==> src/shared/ppd_pkg.sv <==
// Constants and the state type of the parallel-port DMA control block.
// Assumes a 32-bit classic Wishbone register bus on a 50 MHz clock.
package ppd_pkg;
  // Register byte addresses
  localparam logic [31:0] PPD_INFO_ADDR   = 32'h2200_0000;
  localparam logic [31:0] PPD_IRQEN_ADDR  = 32'h2200_0004;
  localparam logic [31:0] PPD_FLAGS_ADDR  = 32'h2200_0008;
  localparam logic [31:0] PPD_LAUNCH_ADDR = 32'h2200_0010;
  // Capability codes in dma_info_and_control
  localparam logic [3:0]  PPD_FIFO_DEPTH_CODE = 4'h1;
  localparam logic [1:0]  PPD_IO_WIDTH_CODE   = 2'h0;
  localparam logic [1:0]  PPD_CHAN_KIND_CODE  = 2'h1;
  // Control bit positions in dma_info_and_control
  localparam int          PPD_SOFT_CLEAR_BIT = 0;
  localparam int          PPD_ECHO_BIT       = 1;
  // Bit positions in receive_channel_launch
  localparam int          PPD_MST_EN_BIT     = 0;
  localparam int          PPD_SLV_EN_BIT     = 1;
  localparam int          PPD_ERR_EN_BIT     = 3;
  localparam logic [31:0] PPD_LAUNCH_MASK    = 32'h0000_000B;
  // Per-channel flag positions; transmit flags sit 16 above receive
  localparam int          PPD_F_EMPTY = 0;
  localparam int          PPD_F_FULL  = 1;
  localparam int          PPD_F_ENTRY = 2;
  localparam int          PPD_F_STALL = 3;
  localparam int          PPD_F_RTY   = 4;
  localparam int          PPD_F_IOREQ = 5;
  localparam int          PPD_F_DONE  = 7;
  localparam int          PPD_F_SERR  = 8;
  localparam int          PPD_F_MERR  = 9;
  localparam int          PPD_F_IOIRQ = 12;
  localparam int          PPD_TX_BASE = 16;
  localparam logic [31:0] PPD_FLAG_MASK = 32'h13BF_13BF;
  localparam logic [31:0] PPD_RX_FLAGS  = 32'h0000_FFFF;
  // Reset values
  localparam logic [31:0] PPD_IRQEN_RST  = 32'h0000_0000;
  localparam logic [31:0] PPD_FLAGS_RST  = 32'h0000_0000;
  localparam logic [31:0] PPD_LAUNCH_RST = 32'h0000_0000;
  // FIFOs sit empty after reset, so no false empty edge follows it
  localparam logic [3:0]  PPD_LVL_RST    = 4'h5;
  // Widest legal slave access size code (word)
  localparam logic [2:0]  PPD_HSIZE_WORD = 3'h2;

  typedef struct packed {
    logic        echo;
    logic        clear_pend;
    logic        soft_clear;
    logic [31:0] irq_en;
    logic [31:0] flags;
    logic [31:0] launch;
    logic        flush;
    logic        ack;
    logic [31:0] rdata;
    logic [3:0]  lvl_prev;
    logic        push;
    logic [7:0]  push_data;
  } ppd_state_t;
endpackage

==> src/hw/ppd_ctrl.sv <==
// Control and status registers of the two-channel parallel-port DMA unit.
// Assumes the FIFOs, arbiter and AHB logic sit beside it on the same clock
// and report events as one-cycle pulses and FIFO state as levels.
module ppd_ctrl
  import ppd_pkg::*;
#(
  // Arbitrary value, identifies nothing
  parameter logic [7:0] REVISION = 8'h5A
) (
  input  wire logic        SYS_CLK_I,
  input  wire logic        RESETN_I,
  input  wire logic        WB_CYC_I,
  input  wire logic        WB_STB_I,
  input  wire logic        WB_WE_I,
  input  wire logic [31:0] WB_ADR_I,
  input  wire logic [3:0]  WB_SEL_I,
  input  wire logic [31:0] WB_DAT_I,
  output logic      [31:0] WB_DAT_O,
  output logic             WB_ACK_O,
  input  wire logic        AHB_BUSY_I,
  output logic             SOFT_RESET_O,
  output logic             IRQ_O,
  input  wire logic        TX_IO_IRQ_I,
  input  wire logic        RX_IO_IRQ_I,
  input  wire logic        MST_ERR_RESP_I,
  input  wire logic        TX_GRANT_I,
  input  wire logic        RX_GRANT_I,
  input  wire logic        TX_SLV_ACC_I,
  input  wire logic        TX_SLV_WRITE_I,
  input  wire logic [2:0]  TX_SLV_HSIZE_I,
  input  wire logic        TRANSMIT_RETRY_EXPIRY_FLAG_EXP_I,
  input  wire logic        TX_ERR_EN_I,
  input  wire logic        TX_MST_EN_I,
  output logic             TX_SLV_ERR_O,
  input  wire logic        RX_SLV_ACC_I,
  input  wire logic        RX_SLV_WRITE_I,
  input  wire logic [2:0]  RX_SLV_HSIZE_I,
  input  wire logic        RECEIVE_RETRY_EXPIRY_FLAG_EXP_I,
  output logic             RX_SLV_ERR_O,
  output logic             RX_SLV_RETRY_O,
  input  wire logic        TX_DONE_I,
  input  wire logic        RX_DONE_I,
  input  wire logic        RX_LAST_DONE_I,
  input  wire logic        TX_ACTIVE_I,
  input  wire logic        TX_IO_REQ_I,
  input  wire logic        TX_GAP_I,
  input  wire logic        TX_FIFO_EMPTY_I,
  input  wire logic        TX_FIFO_FULL_I,
  input  wire logic        TX_STALL_I,
  input  wire logic        TX_ENTRY_TRIG_I,
  input  wire logic        RX_IO_REQ_I,
  input  wire logic        RX_GAP_I,
  input  wire logic        RX_ACK_TO_I,
  input  wire logic        RX_FIFO_EMPTY_I,
  input  wire logic        RX_FIFO_FULL_I,
  input  wire logic        RX_STALL_I,
  input  wire logic        RX_ENTRY_TRIG_I,
  input  wire logic [7:0]  TX_POP_DATA_I,
  input  wire logic        TX_POP_VALID_I,
  output logic             TX_POP_O,
  input  wire logic [7:0]  IO_RX_DATA_I,
  input  wire logic        IO_RX_VALID_I,
  output logic             RX_PUSH_O,
  output logic      [7:0]  RX_PUSH_DATA_O,
  output logic             LOOPBACK_O,
  output logic             RX_MASTER_RUN_O,
  output logic             RX_SLAVE_MODE_O,
  output logic             RX_FLUSH_O
);

  logic [1:0]  rst_sync_q;
  logic        rst_n;
  ppd_state_t  q;
  ppd_state_t  d;
  logic        bus_req;
  logic        wr_now;
  logic [31:0] byte_mask;
  logic [31:0] wval;
  logic [31:0] info_word;
  logic [12:0] tx_set;
  logic [12:0] rx_set;
  logic [31:0] set_vec;
  logic [3:0]  lvl_now;
  logic        rx_mst_rise;
  logic        rx_slv_rise;
  logic        rx_active;
  logic        rx_take;

  // Release reset through two flops so every state bit leaves reset together
  always_ff @(posedge SYS_CLK_I or negedge RESETN_I)
  begin
    if (!RESETN_I)
      rst_sync_q <= 2'b00;
    else
      rst_sync_q <= {rst_sync_q[0], 1'b1};
  end
  assign rst_n = rst_sync_q[1];

  assign bus_req   = WB_CYC_I & WB_STB_I;
  // A write takes effect only at the edge where the master sees ack
  assign wr_now    = bus_req & WB_WE_I & q.ack;
  assign byte_mask = {{8{WB_SEL_I[3]}}, {8{WB_SEL_I[2]}},
                      {8{WB_SEL_I[1]}}, {8{WB_SEL_I[0]}}};
  assign wval      = WB_DAT_I & byte_mask;

  assign info_word = {PPD_FIFO_DEPTH_CODE, PPD_IO_WIDTH_CODE,
                      PPD_CHAN_KIND_CODE, PPD_FIFO_DEPTH_CODE,
                      PPD_IO_WIDTH_CODE, PPD_CHAN_KIND_CODE, REVISION,
                      6'h00, q.echo, q.clear_pend};

  assign TX_SLV_ERR_O = TX_SLV_ACC_I & ((TX_ERR_EN_I & TRANSMIT_RETRY_EXPIRY_FLAG_EXP_I)
                        | (TX_SLV_HSIZE_I > PPD_HSIZE_WORD)
                        | ~TX_SLV_WRITE_I | TX_MST_EN_I);
  // error enable picks error over retry on expiry
  assign RX_SLV_ERR_O = RX_SLV_ACC_I
                        & ((q.launch[PPD_ERR_EN_BIT] & RECEIVE_RETRY_EXPIRY_FLAG_EXP_I)
                        | (RX_SLV_HSIZE_I > PPD_HSIZE_WORD)
                        | RX_SLV_WRITE_I | q.launch[PPD_MST_EN_BIT]);
  assign RX_SLV_RETRY_O = RX_SLV_ACC_I & RECEIVE_RETRY_EXPIRY_FLAG_EXP_I & ~RX_SLV_ERR_O;

  // Receive channel is active in either mode
  assign rx_active = q.launch[PPD_MST_EN_BIT] | q.launch[PPD_SLV_EN_BIT];
  assign lvl_now   = {TX_FIFO_FULL_I, TX_FIFO_EMPTY_I,
                      RX_FIFO_FULL_I, RX_FIFO_EMPTY_I};

  always_comb
  begin
    tx_set = 13'h0000;
    rx_set = 13'h0000;
    tx_set[PPD_F_IOIRQ] = TX_IO_IRQ_I;
    rx_set[PPD_F_IOIRQ] = RX_IO_IRQ_I;
    // master error while the channel holds the grant
    tx_set[PPD_F_MERR]  = MST_ERR_RESP_I & TX_GRANT_I;
    rx_set[PPD_F_MERR]  = MST_ERR_RESP_I & RX_GRANT_I;
    tx_set[PPD_F_SERR]  = TX_SLV_ERR_O;
    rx_set[PPD_F_SERR]  = RX_SLV_ERR_O;
    tx_set[PPD_F_DONE]  = TX_DONE_I;
    rx_set[PPD_F_DONE]  = RX_DONE_I;
    tx_set[PPD_F_IOREQ] = TX_ACTIVE_I & TX_IO_REQ_I
                          & (TX_FIFO_EMPTY_I | TX_GAP_I);
    rx_set[PPD_F_IOREQ] = rx_active & RX_IO_REQ_I
                          & (RX_FIFO_FULL_I | RX_GAP_I | RX_ACK_TO_I);
    // retry expiry regardless of error enable
    tx_set[PPD_F_RTY]   = TRANSMIT_RETRY_EXPIRY_FLAG_EXP_I;
    rx_set[PPD_F_RTY]   = RECEIVE_RETRY_EXPIRY_FLAG_EXP_I;
    // data stalled in the channel's FIFO
    tx_set[PPD_F_STALL] = TX_STALL_I;
    rx_set[PPD_F_STALL] = RX_STALL_I;
    tx_set[PPD_F_ENTRY] = TX_ENTRY_TRIG_I;
    rx_set[PPD_F_ENTRY] = RX_ENTRY_TRIG_I;
    // full only on the rising edge of the level
    tx_set[PPD_F_FULL]  = lvl_now[3] & ~q.lvl_prev[3];
    rx_set[PPD_F_FULL]  = lvl_now[1] & ~q.lvl_prev[1];
    // empty only on the rising edge of the level
    tx_set[PPD_F_EMPTY] = lvl_now[2] & ~q.lvl_prev[2];
    rx_set[PPD_F_EMPTY] = lvl_now[0] & ~q.lvl_prev[0];
  end

  assign set_vec = {3'b000, tx_set, 3'b000, rx_set} & PPD_FLAG_MASK;

  always_comb
  begin
    d            = q;
    d.lvl_prev   = lvl_now;
    d.soft_clear = 1'b0;
    d.flush      = 1'b0;
    rx_mst_rise  = 1'b0;
    rx_slv_rise  = 1'b0;
    rx_take      = 1'b0;

    // Bus slave: one wait state, ack for exactly one cycle
    d.ack = bus_req & ~q.ack;
    if (bus_req & ~q.ack)
    begin
      // unmapped and reserved bits read zero
      unique case (WB_ADR_I)
        PPD_INFO_ADDR:   d.rdata = info_word;
        PPD_IRQEN_ADDR:  d.rdata = q.irq_en;
        PPD_FLAGS_ADDR:  d.rdata = q.flags;
        PPD_LAUNCH_ADDR: d.rdata = q.launch;
        default:         d.rdata = 32'h0000_0000;
      endcase
    end

    // logic drops master enable after the last sequence
    if (RX_LAST_DONE_I)
      d.launch[PPD_MST_EN_BIT] = 1'b0;

    // write one clears; set in the same cycle wins
    if (wr_now & (WB_ADR_I == PPD_FLAGS_ADDR))
      d.flags = q.flags & ~wval;
    d.flags = (d.flags | set_vec) & PPD_FLAG_MASK;

    if (wr_now)
    begin
      unique case (WB_ADR_I)
        PPD_INFO_ADDR:
        begin
          if (WB_SEL_I[0])
            d.echo = WB_DAT_I[PPD_ECHO_BIT];
          // request is held until the AHB side is idle
          if (wval[PPD_SOFT_CLEAR_BIT])
            d.clear_pend = 1'b1;
        end
        PPD_IRQEN_ADDR:
          d.irq_en = ((q.irq_en & ~byte_mask) | wval) & PPD_FLAG_MASK;
        PPD_LAUNCH_ADDR:
          d.launch = ((d.launch & ~byte_mask) | wval) & PPD_LAUNCH_MASK;
        default:
          d.launch = d.launch;
      endcase
    end

    // master enable rise, or slave enable rise with master clear, flushes receive FIFO and low flags
    rx_mst_rise = d.launch[PPD_MST_EN_BIT] & ~q.launch[PPD_MST_EN_BIT];
    rx_slv_rise = d.launch[PPD_SLV_EN_BIT] & ~q.launch[PPD_SLV_EN_BIT]
                  & ~d.launch[PPD_MST_EN_BIT];
    if (rx_mst_rise | rx_slv_rise)
    begin
      d.flush = 1'b1;
      d.flags = d.flags & ~PPD_RX_FLAGS;
    end

    // echo source, else the IO block feeds the receive FIFO
    if (q.echo)
      rx_take = TX_POP_VALID_I & ~RX_FIFO_FULL_I;
    else
      rx_take = IO_RX_VALID_I & ~RX_FIFO_FULL_I & rx_active;
    d.push = rx_take;
    if (rx_take)
      d.push_data = q.echo ? TX_POP_DATA_I : IO_RX_DATA_I;

    // engine clear once no AHB transfer is in flight
    if (q.clear_pend & ~AHB_BUSY_I)
    begin
      d.clear_pend = 1'b0;
      d.soft_clear = 1'b1;
      d.echo       = 1'b0;
      d.irq_en     = PPD_IRQEN_RST;
      d.flags      = PPD_FLAGS_RST;
      d.launch     = PPD_LAUNCH_RST;
      d.push       = 1'b0;
    end
  end

  always_ff @(posedge SYS_CLK_I or negedge rst_n)
  begin
    if (!rst_n)
    begin
      q            <= '0;
      q.irq_en     <= PPD_IRQEN_RST;
      q.flags      <= PPD_FLAGS_RST;
      q.launch     <= PPD_LAUNCH_RST;
      q.lvl_prev   <= PPD_LVL_RST;
    end
    else
      q <= d;
  end

  assign WB_DAT_O        = q.rdata;
  assign WB_ACK_O        = q.ack;
  assign SOFT_RESET_O    = q.soft_clear;
  // any enabled flag raises the interrupt
  assign IRQ_O           = |(q.flags & q.irq_en);
  assign LOOPBACK_O      = q.echo;
  // pop the transmit FIFO whenever echo data is offered and the receive FIFO is not full
  assign TX_POP_O        = q.echo & TX_POP_VALID_I & ~RX_FIFO_FULL_I;
  assign RX_PUSH_O       = q.push;
  assign RX_PUSH_DATA_O  = q.push_data;
  // master mode takes priority over slave mode
  assign RX_MASTER_RUN_O = q.launch[PPD_MST_EN_BIT];
  // slave mode only with master enable clear
  assign RX_SLAVE_MODE_O = q.launch[PPD_SLV_EN_BIT]
                           & ~q.launch[PPD_MST_EN_BIT];
  assign RX_FLUSH_O      = q.flush;
endmodule // ppd_ctrl

==> config.mk <==
export PLATFORM = sky130hd
export DESIGN_NAME = ppd_ctrl
export DESIGN_NICKNAME = d
export VERILOG_FILES = /design/src/shared/ppd_pkg.sv /design/src/hw/ppd_ctrl.sv
export SDC_FILE = /design/constraint.sdc
export NUM_CORES = 1
export LEC_CHECK = 0
export BUFFER_PORTS_ARGS = -buffer_cell sky130_fd_sc_hd__clkbuf_2
export CAP_MARGIN = 20
export CORE_MARGIN = 4
export CORE_UTILIZATION = 25
export CTS_CLUSTER_SIZE = 12
export DETAILED_ROUTE_END_ITERATION = 8
export PLACE_DENSITY = 0.52
export SKIP_LAST_GASP = 1
export SYNTH_ARGS = -nofsm -noshare
export SYNTH_HDL_FRONTEND = slang
export SYNTH_SLANG_ARGS = --single-unit
==> constraint.sdc <==
create_clock -name SYS_CLK_I -period 3.9 [get_ports SYS_CLK_I]
set_clock_uncertainty 0.15 [all_clocks]
set_input_delay 0.975 -clock SYS_CLK_I [delete_from_list [all_inputs] [get_ports SYS_CLK_I]]
set_output_delay 0.975 -clock SYS_CLK_I [all_outputs]
set_load 0.03 [all_outputs]
# --- After elaboration in Yosys (flattened, before gate mapping) ---
# Index checks and enable logic that the tools add are counted.
word_totals:
  reg_bits: 148
  word_cells: 112
  inputBits: 128
  out_inout_bits: 52
op_classes:
  mux: 17
  magnitude_cmp: 2
  reduce_logical: 11
  n_eq_ne: 4
  bitwise: 64
op_table:
  columns: ["op", "n"]
  rows:
  - ["$eq 32x30->1 const B", 4]
  - ["$mux 32", 4]
  - ["$pmux 32 s4", 1]
  - ["$mux 99", 1]
  - ["$and 29x29->29", 3]
  - ["$not 29->29", 2]
  - ["$or 29x29->29", 2]
  - ["$and 32x32->32", 1]
  - ["$reduce_or 32->1", 1]
  - ["$and 1x1->1", 31]
  - ["$mux 29", 1]
  - ["$mux 13", 1]
  - ["$not 1->1", 12]
  - ["$reduce_bool 2->1", 6]
  - ["$or 1x1->1", 11]
  - ["$mux 8", 1]
  - ["$gt 3x2->1 const B", 2]
  - ["$mux 1", 6]
  - ["$reduce_and 3->1", 2]
  - ["$and 4x4->4", 1]
  - ["$mux 2", 2]
  - ["$or 4x4->4", 1]
  - ["$reduce_and 2->1", 2]

# --- Logic depth before layout (Yosys ltp) ---
depth:
  word_depth: 10
  mapped_depth: 8
  ltp_nobuf: 6

# --- Least setup slack after synthesis ---
# No wires, ideal clock.
synth_path:
  path_type: "in2out"
  from: "input port RX_SLV_HSIZE_I[0]"
  to: "output port RX_SLV_ERR_O"
  stages: 2
  t_required_ns: 2.775
  path_buffers: 0
  arrival_ns: 1.893
  slack_ns: 0.882
  cell_sequence: "a2111oi_0 -> a21boi_0"
synth_between:
  elab_chain_cells: 5
synth_rtl:
  columns: ["item", "line", "rtl"]
  rows:
  - ["start, declared", "ppd_ctrl.sv:37", "input wire logic [2:0] RX_SLV_HSIZE_I,"]
  - ["$gt 3x2->1", "ppd_ctrl.sv:117", "| (RX_SLV_HSIZE_I > PPD_HSIZE_WORD)"]
  - ["$or 1x1->1", "ppd_ctrl.sv:117", null]
  - ["$or 1x1->1 (2 in a row)", "ppd_ctrl.sv:118", "| RX_SLV_WRITE_I | q.launch[PPD_MST_EN_BIT]);"]
  - ["$and 1x1->1", "ppd_ctrl.sv:116", "& ((q.launch[PPD_ERR_EN_BIT] & RECEIVE_RETRY_EXPIRY_FLAG_EXP_I)"]
  - ["end, declared", "ppd_ctrl.sv:39", "output logic RX_SLV_ERR_O,"]
# No other way between the ends.

# --- Final worst setup path ---
# Same ends and word-level chain as after synthesis.

==> out/metrics.yaml <==
logic_synthesis:
  netlist.area_leader.share_pct: 46.68
  syn-num-nets: 585
  synth_cell_types: 48
  netlist_area_um2: 4449
  synth_top_area_cell: "dfrtp_1"
  synth_top_flop_cell: "dfrtp_1"
  synthArstFlopShare_pct: 100.0
  synth_edf_count: 0
  yosysMostFrequentCell: "dfrtp_1"
  ys_seq_area_share_pct: 47.86
  ys_seq_elements: 85
  postSynthAreaPerCell_um2: 9.736
  ys_top_cells_by_area: "dfrtp_1, mux2i_1, buf_4"
  yosys_warnings: 0
  synthTopCellsByCount: "dfrtp_1, nand2_1, nor2_1, buf_4, a21oi_1"
  syn_inst: 457
routing:
  totalWireLength_um: 13830
  drt_first_pass_iters: 4
  drc: 0
  drt_iter0_drc: 208
  viasPerCell: 4.663
  vias: 3796
  antenna_left: 0
  avgRoutedWirePerCell_um: 16.99
setup_path:
  critical_path.most_common_cell: "clkbuf_2"
  end_kind: "output port"
  cp_max_fo: 3
  crit_type: "in2out"
  slowest_stage: "a2111oi_0"
  cp_slowest_stage_delay_ns: 0.50
  reg2reg_slack_ns: 1.46
  cp_data_arrival_time_ns: 2.22
  cp_num_buf_inv: 2
  crit_family: "compound AO/OA/AOI/OAI gates"
  required_ns: 2.77
  critPathLaunchType: "input pin"
  path_cells: "clkbuf_2 -> a2111oi_0 -> a21boi_0 -> clkbuf_2"
power_and_ir_drop:
  p_switching_w: 0.0004394
  clock_power_share_pct: 47.9
  ir_drop_mv: 0.1848
  power_w: 0.001981
  power.leakage_nw: 2.604
  swShare_pct: 22.19
  power_density_nw_per_um2: 354.9
  comb_power_share_pct: 6.7
  internal_power_w: 0.001541
  seqPwrFrac_pct: 45.3
layout:
  seq_area_um2: 2133
  layout.nets: 712
  drive_above_1_share_pct: 35.31
  multi_input_area_um2: 1866
  fin_area_um2: 5582
  fillCellCount: 1810
  area_growth_pct: 25.45
  n_antenna_cell: 0
  final_util_pct: 32.16
place:
  post_dp_cell_area_um2: 5248
  hpwlAfterDp_um: 10880
  gp_congestion: 0.8434
  port_buffers: 167
  pre_cts_slack_ns: 0.5534
clock_tree:
  cts_buffer_depth: 2
  clk_pin_slew_ns: 0.06
  cts_tree: "yes"
  htreeDepth: 3
  clk_latency_ns: 0.34
  ctsResizeCount: 0
  post_cts_buffers: 0
  numClockSinks: 85
  cts_buffers: 9
  cts_hold_buf: 0
  cts_root_buf: "clkbuf_16"
global_route:
  antenna_found_initial: 2
  grt_pass1_vias: 3967
  grt_pass1_wl_um: 21810
  grt_start_max_net_pins: 54
  grt-ovfl-total: 0
  grt.total_usage_pct: 14.10
floorplanning:
  start_util_pct: 25.63
  core_um2: 17360
  num_rows: 48
  die_y_um: 141.4
  ioPinCount: 180
  die_w_um: 141.4
  die_area_um2: 20000
timing:
  timing.final.crit_period_ns: 3.348
  report.final.hold_viol_count: 0
  tightestPinTransition_ns: 0.7242
  max_slew_margin_pct: 51.28
  setup_slack_ns: 0.5521
  rsz0062_at_grt: "no"
  fin_crit_sh_pct: 85.84
  tns_ns: 0
  fmax_mhz: 298.7
  maxSlewViolCount: 0
  setup_violations: 0
run:
  maxCapViolations: 0
hold_path:
  hp-class: "reg2reg"
status:
  status: "completed"
-- sequential cells by signal, indices dropped and copies added, names as in the netlist --
name	count
info_word	1
q	46
WB_ACK_O	1
rst_sync_q	2
RX_FLUSH_O	1
LOOPBACK_O	1
SOFT_RESET_O	1
RX_PUSH_O	1
WB_DAT_O	22
RX_PUSH_DATA_O	8
RX_MASTER_RUN_O	1
-- final timing paths --
path	startpoint	end	cells after the start
setup / recovery	RX_SLV_HSIZE_I[0]	RX_SLV_ERR_O	4
max in group asynchronous	rst_sync_q[1]$_DFF_PN0_	q[11]$_DFF_PN1_	1
min in group asynchronous	rst_sync_q[1]$_DFF_PN0_	RX_PUSH_O$_DFF_PN0_	0
setup reg to reg	WB_ACK_O$_DFF_PN0_	q[114]$_DFFE_PN0P_	5
hold / removal	rst_sync_q[0]$_DFF_PN0_	rst_sync_q[1]$_DFF_PN0_	0
hold reg to reg	rst_sync_q[0]$_DFF_PN0_	rst_sync_q[1]$_DFF_PN0_	0
-- placed cells by master (no fill, tap or decap), types with 9 or more instances in the layout --
cell / n
clkbuf_2: 167
nor2_1: 44
o21ai_1: 16
clkbuf_16: 9
o21ai_0: 16
dfrtp_1: 82
nand2_1: 47
a22oi_1: 14
a21oi_1: 36
inv_1: 22
mux2i_1: 32
-- area by class of cell --
type | instances | area share (%)
multi-input cells | 291 | 33.42
flip-flops and latches | 85 | 38.22
well taps | 225 | 5.044
clock buffers | 12 | 4.595
inverters | 23 | 1.547
repair buffers | 174 | 15.92
clock inverters | 4 | 1.255
-- routing by layer --
layer  vias to the layer above  GRT usage, %  wire length (um)
li1                       1830             -                 -
met1                      1804         18.07              5926
met2                       137         22.90              6610
met3                        21         4.179              1021
met4                         4         4.646               242
met5                         -             0                25
-- power by group through the flow --
stage | combinational (W) | clock [W] | sequential, W
final | 0.000133 | 0.000949 | 0.000898
after detailed placement | 0.000135 | 0 | 0.000916
after CTS | 0.000135 | 0.000977 | 0.000899
after global placement | 0.000132 | 0 | 0.000915
after global routing | 0.000149 | 0.00101 | 0.000900
after floorplan | 0.0000416 | 0 | 0.000917
-- metrics by stage --
step           std cells  hold WS [ns]
4_1_cts              813        0.2016
2_1_floorplan        457        0.1812
6_report             814        0.1986
3_5_place_dp         797        0.1870
5_1_grt              814        0.2069
3_3_place_gp         797        0.1887
-- kinds of logic (layout without fill, tap and decap cells) --
| kind of cell | Yosys count | after routing | share of synthesized area (%) |
|---|---|---|---|
| other | 1 | 1 | 0.08428 |
| multiplexers | 33 | 33 | 7.452 |
| AND/OR/NAND/NOR | 142 | 142 | 17.69 |
| AO/OA/AOI/OAI | 115 | 115 | 16.70 |
| flip-flops | 85 | 85 | 47.86 |
| buffers and inverters | 81 | 213 | 10.21 |
Note: power is estimated with default switching activity, not from simulation.
